## src/common/cct_params.svh

```systemverilog
`ifndef CCT_PARAMS_SVH
`define CCT_PARAMS_SVH

// ----------------------------------------------------------------------------
// Register word offsets on the plain register port.
// ----------------------------------------------------------------------------
`define CCT_A_MODE        5'h00
`define CCT_A_CTRL1       5'h01
`define CCT_A_STATUS      5'h02
`define CCT_A_IOC0        5'h03
`define CCT_A_IOC1        5'h04
`define CCT_A_CNT         5'h05
`define CCT_A_GRA         5'h06
`define CCT_A_GRB         5'h07
`define CCT_A_GRC         5'h08
`define CCT_A_GRD         5'h09
`define CCT_A_CTRL2       5'h0A
`define CCT_A_FILT        5'h0B
`define CCT_A_OMASK       5'h0C

// ----------------------------------------------------------------------------
// Field positions and reset values.
// ----------------------------------------------------------------------------
`define CCT_MODE_RUN      0
`define CCT_MODE_BUFC     1
`define CCT_MODE_BUFD     2
`define CCT_MODE_SEL_LSB  3
`define CCT_OMASK_CUT_EN  7
`define CCT_FILT_TRIG_EN  4
`define CCT_FILT_CLK_LSB  6
`define CCT_OMASK_RST     8'h0F
`define CCT_CNT_MAX       16'hFFFF

// ----------------------------------------------------------------------------
// Count source codes and edge codes.
// ----------------------------------------------------------------------------
`define CCT_SRC_F1        3'h0
`define CCT_SRC_F2        3'h1
`define CCT_SRC_F4        3'h2
`define CCT_SRC_F8        3'h3
`define CCT_SRC_F32       3'h4
`define CCT_SRC_EXT       3'h5
`define CCT_SRC_FOSC      3'h6
`define CCT_EDGE_RISE     2'h0
`define CCT_EDGE_FALL     2'h1
`define CCT_TEDGE_OFF     2'h0
`define CCT_TEDGE_RISE    2'h1
`define CCT_TEDGE_FALL    2'h2
`define CCT_FCLK_F1       2'h0
`define CCT_FCLK_F8       2'h1
`define CCT_FCLK_F32      2'h2

`endif

```

## src/common/cct_pkg.sv

```systemverilog
package cct_pkg;

    // ------------------------------------------------------------------------
    // Operating modes of the timer.
    // ------------------------------------------------------------------------
    typedef enum logic [1:0] {
        cct_mode_timer   = 2'h0,
        cct_mode_pwm     = 2'h1,
        cct_mode_waitpwm = 2'h2
    } cct_mode_t;

    // Complete state of the timer core.
    typedef struct packed {
        logic [4:0]        presc;
        logic              run;
        logic              buf_c;
        logic              buf_d;
        cct_mode_t         mode;
        logic [2:0]        src;
        logic [4:0]        flags;
        logic [15:0]       ioc;
        logic [15:0]       cnt;
        logic [3:0][15:0]  gr;
        logic [1:0]        tedge;
        logic [7:0]        filt;
        logic [7:0]        omask;
        logic              ext_prev;
        logic              fosc_prev;
        logic [3:0]        ch_prev;
        logic              trig_prev;
        logic [3:0]        pin_out;
        logic [4:0]        evt;
        logic [15:0]       rdata;
    } cct_core_t;

endpackage

```

## src/common/cct_filt_if.sv

```systemverilog
`timescale 1ns/10ps

// Carries raw inputs to the three-sample filter and the settled levels back.
interface cct_filt_if;
    logic [4:0] raw;
    logic [4:0] enable;
    logic       sample_tick;
    logic [4:0] level;

    modport filt
    (
        input  raw,
        input  enable,
        input  sample_tick,
        output level
    );
    modport user
    (
        output raw,
        output enable,
        output sample_tick,
        input  level
    );
endinterface

```

## src/cct_filter.sv

```systemverilog
`timescale 1ns/10ps

module cct_filter
(
    input  wire logic sys_clk,
    input  wire logic rst_n,
    cct_filt_if.filt  flt
);

    typedef struct packed {
        logic [4:0][1:0] hist;
        logic [4:0]      level;
    } cct_filt_st_t;

    cct_filt_st_t st_ff;
    cct_filt_st_t nxt_st;
    logic [4:0][1:0] nxt_hist;
    logic [4:0]      nxt_level;

    // ------------------------------------------------------------------------
    // Per enabled input: a level settles only after three equal samples in a row.
    // ------------------------------------------------------------------------
    for (genvar gi = 0; gi < 5; gi++)
    begin : g_in
        // A bypassed input follows the pin with one flop of delay.
        assign nxt_hist[gi] = !flt.enable[gi] ? {2{flt.raw[gi]}} :
                              flt.sample_tick ? {st_ff.hist[gi][0], flt.raw[gi]} :
                              st_ff.hist[gi];
        assign nxt_level[gi] = !flt.enable[gi] ? flt.raw[gi] :
                               (flt.sample_tick && st_ff.hist[gi] == {2{flt.raw[gi]}})
                               ? flt.raw[gi] : st_ff.level[gi];
    end

    // Gather next state.
    always_comb
    begin
        nxt_st       = st_ff;
        nxt_st.hist  = nxt_hist;
        nxt_st.level = nxt_level;
    end

    // State register.
    always_ff @(posedge sys_clk)
    begin
        if (!rst_n)
            st_ff <= '0;
        else
            st_ff <= nxt_st;
    end

    assign flt.level = st_ff.level;
endmodule

```

## src/cct_timer.sv

```systemverilog
`timescale 1ns/10ps
`include "cct_params.svh"

// Functional notes
// - Code 110b selects the fast oscillator as count source; codes 000b to 100b divide sys_clk.
// - Code 101b counts rising edges of the external clock pin.
// - Buffer bits make register C buffer A and register D buffer B.
// - Buffered capture first moves A (or B) into its buffer register.
// - Buffered compare match reloads A (or B, outside triggered mode) from its buffer.
// - Triggered mode copies D into B on A match or trigger input.
// - A buffer register matching the counter still sets its channel flag.
// - In buffered capture, a pin C/D edge still sets its flag.
// - Filter accepts a level after three equal samples; enable and clock selectable.
// - Trigger filter acts only in triggered mode with trigger edge enabled.
// - Low cutoff pin with cutoff enabled sets all four output disable bits.
// - Channel pins release to port function within one or two clocks.
// - Cutoff affects only output pins, never capture inputs.
// - A valid edge copies the counter into that channel's register; for C or D only when not buffered.
// - Channel A may capture on the slow oscillator signal instead.
// - Counter runs free over 65,536 counts, started and stopped by run bit.
// - Each capture input selects rising, falling or both edges.
// - Capture and overflow raise requests; counter stays readable and writable.
module cct_timer
(
    input  wire logic        sys_clk,
    input  wire logic        rst_n,
    input  wire logic [4:0]  reg_addr,
    input  wire logic [15:0] reg_wdata,
    input  wire logic        reg_wr,
    input  wire logic        reg_rd,
    output logic      [15:0] reg_rdata,
    input  wire logic [3:0]  channel_pin_in,
    output logic      [3:0]  channel_pin_out,
    output logic      [3:0]  channel_pin_oe,
    input  wire logic        external_trigger_pin,
    input  wire logic        external_clock_pin,
    input  wire logic        fast_internal_osc,
    input  wire logic        fast_osc_on,
    input  wire logic        slow_osc_divided,
    input  wire logic        cutoff_interrupt_pin,
    output logic      [4:0]  event_req
);

    // ------------------------------------------------------------------------
    // Declarations.
    // ------------------------------------------------------------------------
    cct_pkg::cct_core_t st_ff;
    cct_pkg::cct_core_t nxt_st;
    cct_filt_if         flt ();
    logic               is_timer;
    logic               is_wait;
    logic               ext_tick;
    logic               fosc_tick;
    logic               cnt_tick;
    logic               cnt_wr;
    logic               ovf;
    logic               cutoff_act;
    logic               trig_rise;
    logic               trig_fall;
    logic               trig_evt;
    logic [3:0]         in_lvl;
    logic [3:0]         cap_sel;
    logic [3:0]         cap_evt;
    logic [3:0]         match;
    logic [3:0]         set_flag;

    assign is_timer = (st_ff.mode == cct_pkg::cct_mode_timer);
    assign is_wait  = (st_ff.mode == cct_pkg::cct_mode_waitpwm);
    assign cnt_wr   = reg_wr && (reg_addr == `CCT_A_CNT);

    // ------------------------------------------------------------------------
    // Count source selection.
    // ------------------------------------------------------------------------
    // Pins are synchronous, so one previous sample is enough for edge detection.
    assign ext_tick  = external_clock_pin && !st_ff.ext_prev;
    // The oscillator enable gates its edges so a stopped oscillator never counts.
    assign fosc_tick = fast_osc_on && fast_internal_osc && !st_ff.fosc_prev;

    always_comb
    begin
        case (st_ff.src)
            `CCT_SRC_F1:   cnt_tick = 1'b1;
            `CCT_SRC_F2:   cnt_tick = st_ff.presc[0];
            `CCT_SRC_F4:   cnt_tick = &st_ff.presc[1:0];
            `CCT_SRC_F8:   cnt_tick = &st_ff.presc[2:0];
            `CCT_SRC_F32:  cnt_tick = &st_ff.presc;
            `CCT_SRC_EXT:  cnt_tick = ext_tick;
            `CCT_SRC_FOSC: cnt_tick = fosc_tick;
            default:       cnt_tick = 1'b0;
        endcase
    end

    // Overflow only counts when software is not overwriting the counter.
    assign ovf = st_ff.run && cnt_tick && !cnt_wr && (st_ff.cnt == `CCT_CNT_MAX);

    // ------------------------------------------------------------------------
    // Input filter for the channel pins and the trigger pin.
    // ------------------------------------------------------------------------
    assign flt.raw       = {external_trigger_pin, channel_pin_in};
    assign flt.enable    = {st_ff.filt[`CCT_FILT_TRIG_EN] && is_wait &&
                            (st_ff.tedge != `CCT_TEDGE_OFF), st_ff.filt[3:0]};

    always_comb
    begin
        case (st_ff.filt[`CCT_FILT_CLK_LSB +: 2])
            `CCT_FCLK_F1:  flt.sample_tick = 1'b1;
            `CCT_FCLK_F8:  flt.sample_tick = &st_ff.presc[2:0];
            `CCT_FCLK_F32: flt.sample_tick = &st_ff.presc;
            default:       flt.sample_tick = cnt_tick;
        endcase
    end

    cct_filter u_filter
    (
        .sys_clk (sys_clk),
        .rst_n   (rst_n),
        .flt     (flt)
    );

    // Channel A may take the slow oscillator signal in place of its pin.
    assign in_lvl = {flt.level[3:1], st_ff.ioc[3] ? slow_osc_divided : flt.level[0]};

    // ------------------------------------------------------------------------
    // Per-channel edge detection and compare match.
    // ------------------------------------------------------------------------
    for (genvar gj = 0; gj < 4; gj++)
    begin : g_ch
        logic rise;
        logic fall;
        logic [1:0] esel;
        assign rise         = in_lvl[gj] && !st_ff.ch_prev[gj];
        assign fall         = !in_lvl[gj] && st_ff.ch_prev[gj];
        assign esel         = st_ff.ioc[4*gj +: 2];
        // Capture select only counts in timer mode; other modes compare on all pins.
        assign cap_sel[gj]  = is_timer && st_ff.ioc[4*gj+2];
        assign cap_evt[gj]  = cap_sel[gj] &&
                              ((esel == `CCT_EDGE_RISE) ? rise :
                               (esel == `CCT_EDGE_FALL) ? fall : (rise || fall));
        assign match[gj]    = !cap_sel[gj] && st_ff.run && cnt_tick &&
                              (st_ff.cnt == st_ff.gr[gj]);
        // Only compare-driven pins drive; capture pins are never touched by cutoff.
        assign channel_pin_oe[gj] = !cap_sel[gj] && !st_ff.omask[gj];
    end

    // Flags rise on capture events and on matches, buffered or not.
    assign set_flag = cap_evt | match;

    // ------------------------------------------------------------------------
    // Trigger input and cutoff.
    // ------------------------------------------------------------------------
    assign trig_rise  = flt.level[4] && !st_ff.trig_prev;
    assign trig_fall  = !flt.level[4] && st_ff.trig_prev;
    assign trig_evt   = is_wait && (((st_ff.tedge == `CCT_TEDGE_RISE) && trig_rise) ||
                                    ((st_ff.tedge == `CCT_TEDGE_FALL) && trig_fall) ||
                                    ((st_ff.tedge == 2'h3) && (trig_rise || trig_fall)));
    assign cutoff_act = st_ff.omask[`CCT_OMASK_CUT_EN] && !cutoff_interrupt_pin;

    // ------------------------------------------------------------------------
    // Next state: register writes, counter, capture and buffer transfers.
    // ------------------------------------------------------------------------
    // Hardware transfers win over a software write to the same register in the
    // same cycle, so no capture value is ever lost to a late write.
    always_comb
    begin
        nxt_st           = st_ff;
        nxt_st.presc     = st_ff.presc + 5'h01;
        nxt_st.ext_prev  = external_clock_pin;
        nxt_st.fosc_prev = fast_internal_osc;
        nxt_st.ch_prev   = in_lvl;
        nxt_st.trig_prev = flt.level[4];
        nxt_st.evt       = {ovf, cap_evt | match};
        nxt_st.pin_out   = st_ff.pin_out ^ match;
        nxt_st.rdata     = 16'h0000;
        if (reg_wr)
        begin
            case (reg_addr)
                `CCT_A_MODE:
                begin
                    nxt_st.run   = reg_wdata[`CCT_MODE_RUN];
                    nxt_st.buf_c = reg_wdata[`CCT_MODE_BUFC];
                    nxt_st.buf_d = reg_wdata[`CCT_MODE_BUFD];
                    nxt_st.mode  = cct_pkg::cct_mode_t'(reg_wdata[`CCT_MODE_SEL_LSB +: 2]);
                end
                `CCT_A_CTRL1:  nxt_st.src = reg_wdata[2:0];
                `CCT_A_IOC0:   nxt_st.ioc[7:0] = reg_wdata[7:0];
                `CCT_A_IOC1:   nxt_st.ioc[15:8] = reg_wdata[7:0];
                `CCT_A_GRA:    nxt_st.gr[0] = reg_wdata;
                `CCT_A_GRB:    nxt_st.gr[1] = reg_wdata;
                `CCT_A_GRC:    nxt_st.gr[2] = reg_wdata;
                `CCT_A_GRD:    nxt_st.gr[3] = reg_wdata;
                `CCT_A_CTRL2:  nxt_st.tedge = reg_wdata[1:0];
                `CCT_A_FILT:   nxt_st.filt = reg_wdata[7:0];
                `CCT_A_OMASK:  nxt_st.omask = reg_wdata[7:0];
                default:       nxt_st.presc = nxt_st.presc;
            endcase
        end
        // Writing a zero clears a flag; a new event in the same cycle still sets it.
        nxt_st.flags = (st_ff.flags & ((reg_wr && reg_addr == `CCT_A_STATUS) ?
                        reg_wdata[4:0] : 5'h1F)) | {ovf, set_flag};
        // Software write has priority over counting; free-running wrap at the top.
        if (cnt_wr)
            nxt_st.cnt = reg_wdata;
        else if (st_ff.run && cnt_tick)
            nxt_st.cnt = st_ff.cnt + 16'h0001;
        // Register A: capture, or reload from buffer C on match.
        if (cap_evt[0])
            nxt_st.gr[0] = st_ff.cnt;
        else if (match[0] && st_ff.buf_c)
            nxt_st.gr[0] = st_ff.gr[2];
        // Register C: old A on buffered capture, else its own capture.
        if (cap_evt[0] && st_ff.buf_c)
            nxt_st.gr[2] = st_ff.gr[0];
        else if (cap_evt[2] && !st_ff.buf_c)
            nxt_st.gr[2] = st_ff.cnt;
        // Register B: capture, triggered reload from D, or buffered reload.
        if (cap_evt[1])
            nxt_st.gr[1] = st_ff.cnt;
        else if (is_wait && (match[0] || trig_evt))
            nxt_st.gr[1] = st_ff.gr[3];
        else if (match[1] && st_ff.buf_d && !is_wait)
            nxt_st.gr[1] = st_ff.gr[3];
        // Register D: old B on buffered capture, else its own capture.
        if (cap_evt[1] && st_ff.buf_d)
            nxt_st.gr[3] = st_ff.gr[1];
        else if (cap_evt[3] && !st_ff.buf_d)
            nxt_st.gr[3] = st_ff.cnt;
        // Cutoff forces all disables high and outranks a software clear.
        if (cutoff_act)
            nxt_st.omask[3:0] = 4'hF;
        if (reg_rd)
        begin
            case (reg_addr)
                `CCT_A_MODE:   nxt_st.rdata = {11'h000, st_ff.mode, st_ff.buf_d,
                                               st_ff.buf_c, st_ff.run};
                `CCT_A_CTRL1:  nxt_st.rdata = {13'h0000, st_ff.src};
                `CCT_A_STATUS: nxt_st.rdata = {11'h000, st_ff.flags};
                `CCT_A_IOC0:   nxt_st.rdata = {8'h00, st_ff.ioc[7:0]};
                `CCT_A_IOC1:   nxt_st.rdata = {8'h00, st_ff.ioc[15:8]};
                `CCT_A_CNT:    nxt_st.rdata = st_ff.cnt;
                `CCT_A_GRA:    nxt_st.rdata = st_ff.gr[0];
                `CCT_A_GRB:    nxt_st.rdata = st_ff.gr[1];
                `CCT_A_GRC:    nxt_st.rdata = st_ff.gr[2];
                `CCT_A_GRD:    nxt_st.rdata = st_ff.gr[3];
                `CCT_A_CTRL2:  nxt_st.rdata = {14'h0000, st_ff.tedge};
                `CCT_A_FILT:   nxt_st.rdata = {8'h00, st_ff.filt};
                `CCT_A_OMASK:  nxt_st.rdata = {8'h00, st_ff.omask};
                default:       nxt_st.rdata = 16'h0000;
            endcase
        end
    end

    // ------------------------------------------------------------------------
    // State register.
    // ------------------------------------------------------------------------
    always_ff @(posedge sys_clk)
    begin
        if (!rst_n)
        begin
            st_ff       <= '0;
            st_ff.omask <= `CCT_OMASK_RST;
        end
        else
            st_ff <= nxt_st;
    end

    assign reg_rdata       = st_ff.rdata;
    assign channel_pin_out = st_ff.pin_out;
    assign event_req       = st_ff.evt;
endmodule

```

## config.mk

```make
export PLATFORM = sky130hd
export DESIGN_NAME = cct_timer
export DESIGN_NICKNAME = d
export VERILOG_FILES = /design/src/common/cct_pkg.sv /design/src/common/cct_filt_if.sv /design/src/cct_filter.sv /design/src/cct_timer.sv
export VERILOG_INCLUDE_DIRS = /design/src /design/src/common
export SDC_FILE = /design/constraint.sdc
export NUM_CORES = 1
export LEC_CHECK = 0
export ABC_CLOCK_PERIOD_IN_PS = 2700
export BUFFER_PORTS_ARGS = -buffer_cell sky130_fd_sc_hd__buf_4
export CORE_MARGIN = 3
export CORE_UTILIZATION = 40
export CTS_CLUSTER_SIZE = 20
export DETAILED_ROUTE_END_ITERATION = 16
export HOLD_SLACK_MARGIN = 0.12
export PLACE_DENSITY_LB_ADDON = 0.25
export SETUP_SLACK_MARGIN = 0.3
export SLEW_MARGIN = 5
export SYNTH_ARGS = -nofsm -noshare
export SYNTH_HDL_FRONTEND = slang
export SYNTH_SLANG_ARGS = --single-unit
export TNS_END_PERCENT = 5
```

## constraint.sdc

```tcl
create_clock -name sys_clk -period 2.7 [get_ports sys_clk]
set_input_delay 0.27 -clock sys_clk [delete_from_list [all_inputs] [get_ports sys_clk]]
set_output_delay 0.27 -clock sys_clk [all_outputs]
set_load 0.005 [all_outputs]
```

Word level (Yosys, flattened, before mapping)
Cells that the tools add are included.
W data, S select, Z words.
- register bits: 179
- logic and storage cells: 271
- bits of input ports: 35
- add/sub/neg operators: 2
- eq/ne operators: 48
- bitwise gates (word level): 5
- muxes and demuxes: 52
- reductions and logical operators: 129
- operators with widths (kind ; count):
    $mux W16 ; 15
    $pmux W16 S13 ; 1
    $mux W82 ; 1
    $eq A16 B16 Y1 ; 4
    $logic_and A1 B1 Y1 ; 62
    $reduce_and A2 Y1 ; 13
    $eq A5 B4 Y1 const B ; 5
    $logic_not A1 Y1 ; 25
    $mux W2 ; 11
    $eq A5 B3 Y1 const B ; 4
    $mux W1 ; 19
    $reduce_bool A3 Y1 ; 6
    $add A16 B1 Y16 const B ; 1
    $eq A16 B16 Y1 const B ; 1
    $mux W8 ; 2
    $ne A2 B1 Y1 const B ; 8
    $eq A2 B1 Y1 const B ; 6
    $logic_not A2 Y1 ; 6
    $eq A2 B2 Y1 ; 5
    $eq A5 B2 Y1 const B ; 2
    $eq A3 B3 Y1 const B ; 3
    $eq A2 B2 Y1 const B ; 4
    $logic_or A1 B1 Y1 ; 8
    $reduce_bool A4 Y1 ; 2
    19 further kinds ; 22

Depth between registers and ports, before layout
- word-level depth: 11
- depth in mapped cells: 13

By module
A second synthesis with hierarchy kept.
- cells, all modules: 1289
- area total of the unflattened synthesis: 10102.2 um^2
- by module, submodules not included (module ; area an instance (um^2) ; times used ; cells an instance):
    cct_timer ; 9251.4 ; 1 ; 1201
    cct_filter ; 850.8 ; 1 ; 88

Worst setup path before layout
OpenSTA, ideal clock, no wires.
- path type: register -> register
- start: register st_ff[159] in the netlist's numbering
- end: register st_ff[59] in the netlist's numbering
- setup time: 0.132 ns
- clock period less this slack: 2.655 ns
- stages on the path, launching flop included: 14
- path slack: 0.045 ns
- buffers on the path: 2
- data required time: 2.568 ns
- arrival time: 2.522 ns
- cell sequence: dfxtp_1 > ha_1 > and3_1 > ha_1 > nor2_1 > a211oi_2 > o211ai_4 > nor4_4 > and2_1 > buf_4 > a211oi_4 > buf_6 > a221oi_2 > a21oi_1
- cells in the longest elaborated chain, start to end: 7
- elaborated cells between the ends (all ways): 12
- those cells by class: mux (3); reduce/logical (9)
- RTL lines (element ; line ; text):
    start: declaration ; cct_timer.sv:47 ; cct_pkg::cct_core_t st_ff;
    start signal: assignment ; cct_timer.sv:263 ; st_ff <= nxt_st;
    $reduce_and A5 Y1, or another cell as far along ; cct_timer.sv:86 ; `CCT_SRC_F32: cnt_tick = &st_ff.presc;
    $pmux W1 S7 * ; cct_timer.sv:81 ; case (st_ff.src)
    $logic_and A1 B1 Y1 * (2 in a row) ; cct_timer.sv:139 ; assign match[gj] = !cap_sel[gj] && st_ff.run && cnt_tick &&
    $logic_and A1 B1 Y1 * ; cct_timer.sv:208 ; else if (match[0] && st_ff.buf_c)
    $reduce_bool A3 Y1 (no line) or $mux W16 (tied branches) ; -- ;
    $reduce_and A2 Y1 (no line) or $mux W16 (tied branches) ; -- ;
Every way passes the cells marked *; elsewhere a longest branch is shown, timed or not.
A chain may end at the register's enable or synchronous reset.

Worst setup path after layout
- start: register st_ff[160] in the netlist's numbering
- end: register st_ff[67] in the netlist's numbering
- cells in the longest elaborated chain, start to end: 9
- elaborated cells between the ends (all ways): 18
- those cells by class: mux (4); reduce/logical (14)
- RTL lines (element ; line ; text):
    $reduce_and A5 Y1, or another cell as far along ; cct_timer.sv:86 ;
    $pmux W1 S7 * ; cct_timer.sv:81 ;
    $logic_and A1 B1 Y1 (2 in a row) ; cct_timer.sv:139 ;
    $logic_and A1 B1 Y1 (2 in a row) ; cct_timer.sv:220 ; else if (match[1] && st_ff.buf_d && !is_wait)
    $mux W16 ; cct_timer.sv:220 ;
    $mux W16 ; cct_timer.sv:218 ; else if (is_wait && (match[0] || trig_evt))
    $mux W16 ; cct_timer.sv:216 ; if (cap_evt[1])
Marks and branches as above.

==> summary.md <==
| Metric | Value |
|---|---|
| Run status | `finished, final reports clean` |
| Slew Limit Headroom | `52.4%` |
| Clock skew | `0.0126 ns` |
| Routing usage on met2 | `39.9%` |
| IO Count | `64` |
| Placed Instances | `1,586` |
| Unrepaired setup endpoints after global routing | `yes` |
| Gpl congestion | `0.943` |
| Max-Cap Viols | `0` |
| Syn-to-layout area delta | `22.3%` |
| CP cell instances | `ha_4 > and3_4 > ha_4 > nor2_2 > a211oi_4 > o211ai_4 > buf_6 > nor4_4 > nand3_1 > o21a_2 > buf_12 > mux2i_1 > o221ai_1` |
| Synth Warn # | `0` |
| Post-Syn Area | `9920 um^2` |
| Total wire length | `36,400 um` |
| Num rows | `56` |
| Top cells by area, synth | `dfxtp_1 36%, xor2_1 6.1%, nand2_1 6.0%` |
| Hold Slack | `0.136 ns` |
| Net Switching | `1.57 mW` |
| EDFF count, synth | `0` |
| Commonest non-fill, non-tap cells in the layout | `171 x dfxtp_1, 157 x nand2_1, 157 x buf_4` |
| Number of cells on the worst hold path | `3` |
| Synth top area share | `36.1%` |
| Synth Area in XOR/XNOR | `7.15%` |
| Nets | `1,355` |
| Internal Power | `4.08 mW` |
| Die X | `163 um` |
| Filler Cell Count | `2,288` |
| FF/Latch Area | `3600 um^2` |
| Hold Path Class | `input port to flip-flop` |
| LEAKAGE | `4.88 nW` |
| Final Cycle Share | `97.0%` |
| CP most frequent cell | `ha_4` |
| Unique masters post-synth | `59` |
| Post-DP HPWL | `26,000 um` |
| Main combinational cell family by area after synthesis | `compound AO/OA/AOI/OAI gates` |
| Die Area | `26,700 um^2` |
| DR WL/cell | `22.2 um` |
| Synth Area in Simple Gates | `19.2%` |
| # setup viols final | `0` |
| Sw Share | `27.7%` |
| Pwr dens | `466 nW/um^2` |
| Commonest register cell after synthesis | `dfxtp_1` |
| Yosys top cell by area | `dfxtp_1` |
| First-pass GRT wire length | `54,900 um` |
| Clk_lat worst skew | `0.44 ns` |
| Mux cell area share after synthesis | `2.99%` |
| Gr busiest metal | `met2` |
| Asr flop ratio synth | `0%` |
| Max clock buf depth | `2` |
| Antenna violations before repair | `0` |
| Crit path max-delay family | `compound AO/OA/AOI/OAI gates` |
| Total power | `5.65 mW` |
| Slowest CP cell | `dfxtp_2` |
| WP data required | `3.01 ns` |
| Clock Tree Root | `clkbuf_16` |
| R2R depth | `13` |
| Multi-input combinational cell area | `5920 um^2` |
| Layout cells sized above 1 | `22.5%` |
| Die Y | `163 um` |
| DRC violations left | `0` |
| Number of diodes | `0` |
| Initial Utilization | `41.5%` |
| Met1 GRT Util | `38.4%` |
| Clock Sinks | `179` |
| GRT Residual Overflow | `0` |
| Vias per inst | `6.11` |
| Comb pwr share | `8.5%` |
| Met3 usage | `5.76%` |
| Post-synthesis compound-gate area fraction | `25.0%` |
| Seq/Total Area, Yosys | `36.1%` |
| GRT Overall Usage | `26.9%` |
| Final ANT Viol Nets | `0` |
| Clock power share | `43.3%` |
| Adder-Cell Fraction of Synth Area | `1.77%` |
| Yosys reg bits | `179` |
| Max-slew violations | `0` |
| Arrival @ worst endpoint | `2.93 ns` |
| CP max stage delay | `0.36 ns` |
| Port bufs | `63` |
| Max rail drop VDD | `0.316 mV` |
| H-tree Lvls | `4` |
| Worst slew pin tran | `0.714 ns` |
| Core area | `23,900 um^2` |
| CP Capture Type | `flip-flop` |
| Vias in the first global route | `9,037` |
| Final number of hold-violating endpoints | `0` |
| CTS tree | `yes` |
| Clock transition at the registers of the reported paths | `0.08 ns` |
| CP Max Fanout | `9` |
| Crit path kind | `flip-flop to flip-flop` |
| Synthesized area per cell | `8.05 um^2` |
| Post-Synthesis Net Count | `1,281` |
| CTS Buf Count | `17` |
| Largest net degree at the start of global routing | `53` |
| Via count | `10,004` |
| Most common cell after layout, fill and taps aside | `dfxtp_1` |
| Flop pwr share | `48.1%` |
| Post-Route Utilization | `50.8%` |
| Non-filler instance count after layout | `1,638` |
| Violation count after the first detailed-route iteration | `1,168` |
| Syn Inst Count | `1,232` |
| WP buf/inv | `2` |
| Crit path launch type | `flip-flop` |
| FMAX | `0.382 GHz` |
| Drt first pass iters | `8` |
| Min cycle time layout | `2.62 ns` |
| WP depth | `13` |
[tightest hold or removal path, delay by kind of cell]
kind / cells / cell delay, ns
and+or+nand+nor: 1 / 0.07
buffers and inverters: 1 / 0.14
AOI/OAI and AO/OA: 1 / 0.05
[metrics by stage]
| step | setup WS [ns] | setup TNS, ns | cell area [um^2] |
|---|---|---|---|
| after floorplan | 0.269 | 0 | 9960 |
| after global placement | -0.0691 | -0.357 | 11000 |
| after detailed placement | -0.0700 | -0.366 | 11000 |
| after CTS | 0.0501 | 0 | 11700 |
| after global routing | -0.0780 | -0.746 | 12100 |
| final | 0.0817 | 0 | 12100 |
[routing by layer]
metal,vias up,part of all wire (%)
met5,-,0
met4,0,3.2
met3,89,9.8
met2,550,44
met1,4781,43
li1,4584,-
[area by class of cell]
class	count	area share (%)
inverters	36	1.11
flip-flops and latches	179	29.6
multi-input cells	890	48.8
well taps	319	3.29
clock buffers	17	3.51
repair buffers	182	12.5
clock inverters	15	1.18
[registers in the layout, indices dropped and copies added, names as in the netlist]
name and cells:
reg_rdata 16, event_req 5, channel_pin_out 4, g_ch.esel 8, u_filter.st_ff 10, u_filter.flt.level 5
flt.enable 4, st_ff 127
[power groups by stage]
stage	logic [mW]	registers (mW)	clock network, mW
2_1_floorplan	0.252	2.76	0
3_3_place_gp	0.436	2.78	0
3_5_place_dp	0.439	2.78	0
4_1_cts	0.451	2.72	2.47
5_1_grt	0.518	2.72	2.59
6_report	0.481	2.72	2.45
[path summary, 6_finish.rpt]
check                                             start                           end  slack, ns
worst min-delay path                       reg_wdata[5]  g_ch[3].esel[1]$_SDFFE_PN0P_       0.14
worst min register to register  st_ff[137]$_SDFFE_PN0P_       st_ff[137]$_SDFFE_PN0P_       0.47
worst max-delay path              st_ff[160]$_SDFF_PN0_        st_ff[67]$_SDFFE_PN0P_       0.08
worst max register to register    st_ff[160]$_SDFF_PN0_        st_ff[67]$_SDFFE_PN0P_       0.08
[timing repair]
action,CTS,global route
hold buffers,7,0
pin swaps,2,63
gates cloned,0,2
endpoints found under the hold margin,7,0
setup endpoints to repair,64,78
setup buffers,4,7
gates resized for setup,8,68
[kinds of logic (layout without fill, tap and decap cells)]
| logic type | Yosys count | after routing |
|---|---|---|
| buffers and inverters | 164 | 250 |
| and+or+nand+nor | 409 | 409 |
| AOI/OAI and AO/OA | 356 | 357 |
| adders and majority gates | 14 | 14 |
| DFF | 179 | 179 |
| muxes | 29 | 29 |
| xor gates and xnor gates | 81 | 81 |
[synth_stat cells (3+ instances only)]
| master | n |
|---|---|
| inv_1 | 35 |
| nand2_1 | 158 |
| xor2_1 | 69 |
| mux2_2 | 5 |
| a221oi_1 | 35 |
| dfxtp_1 | 179 |
| ha_1 | 14 |
| o221ai_1 | 15 |
| and2_1 | 9 |
| xnor2_1 | 12 |
| nor2b_1 | 5 |
| a22oi_1 | 18 |
| buf_2 | 5 |
| a31oi_1 | 20 |
| a222oi_1 | 11 |
| nand2b_1 | 17 |
| nand3_1 | 61 |
| nor3_1 | 26 |
| a221oi_2 | 11 |
| and3_1 | 5 |
| mux2i_1 | 24 |
| nand4_1 | 4 |
| a2111oi_0 | 5 |
| o21ai_0 | 53 |
| a311oi_1 | 3 |
| a21oi_1 | 109 |
| a211oi_1 | 5 |
| nor3b_1 | 6 |
| clkbuf_1 | 79 |
| buf_4 | 29 |
| a22o_1 | 9 |
| o211ai_1 | 50 |
| nor4_1 | 14 |
| buf_1 | 11 |
| nor2_1 | 86 |
| or3_1 | 6 |
Note: power is estimated with default switching activity, not from simulation.
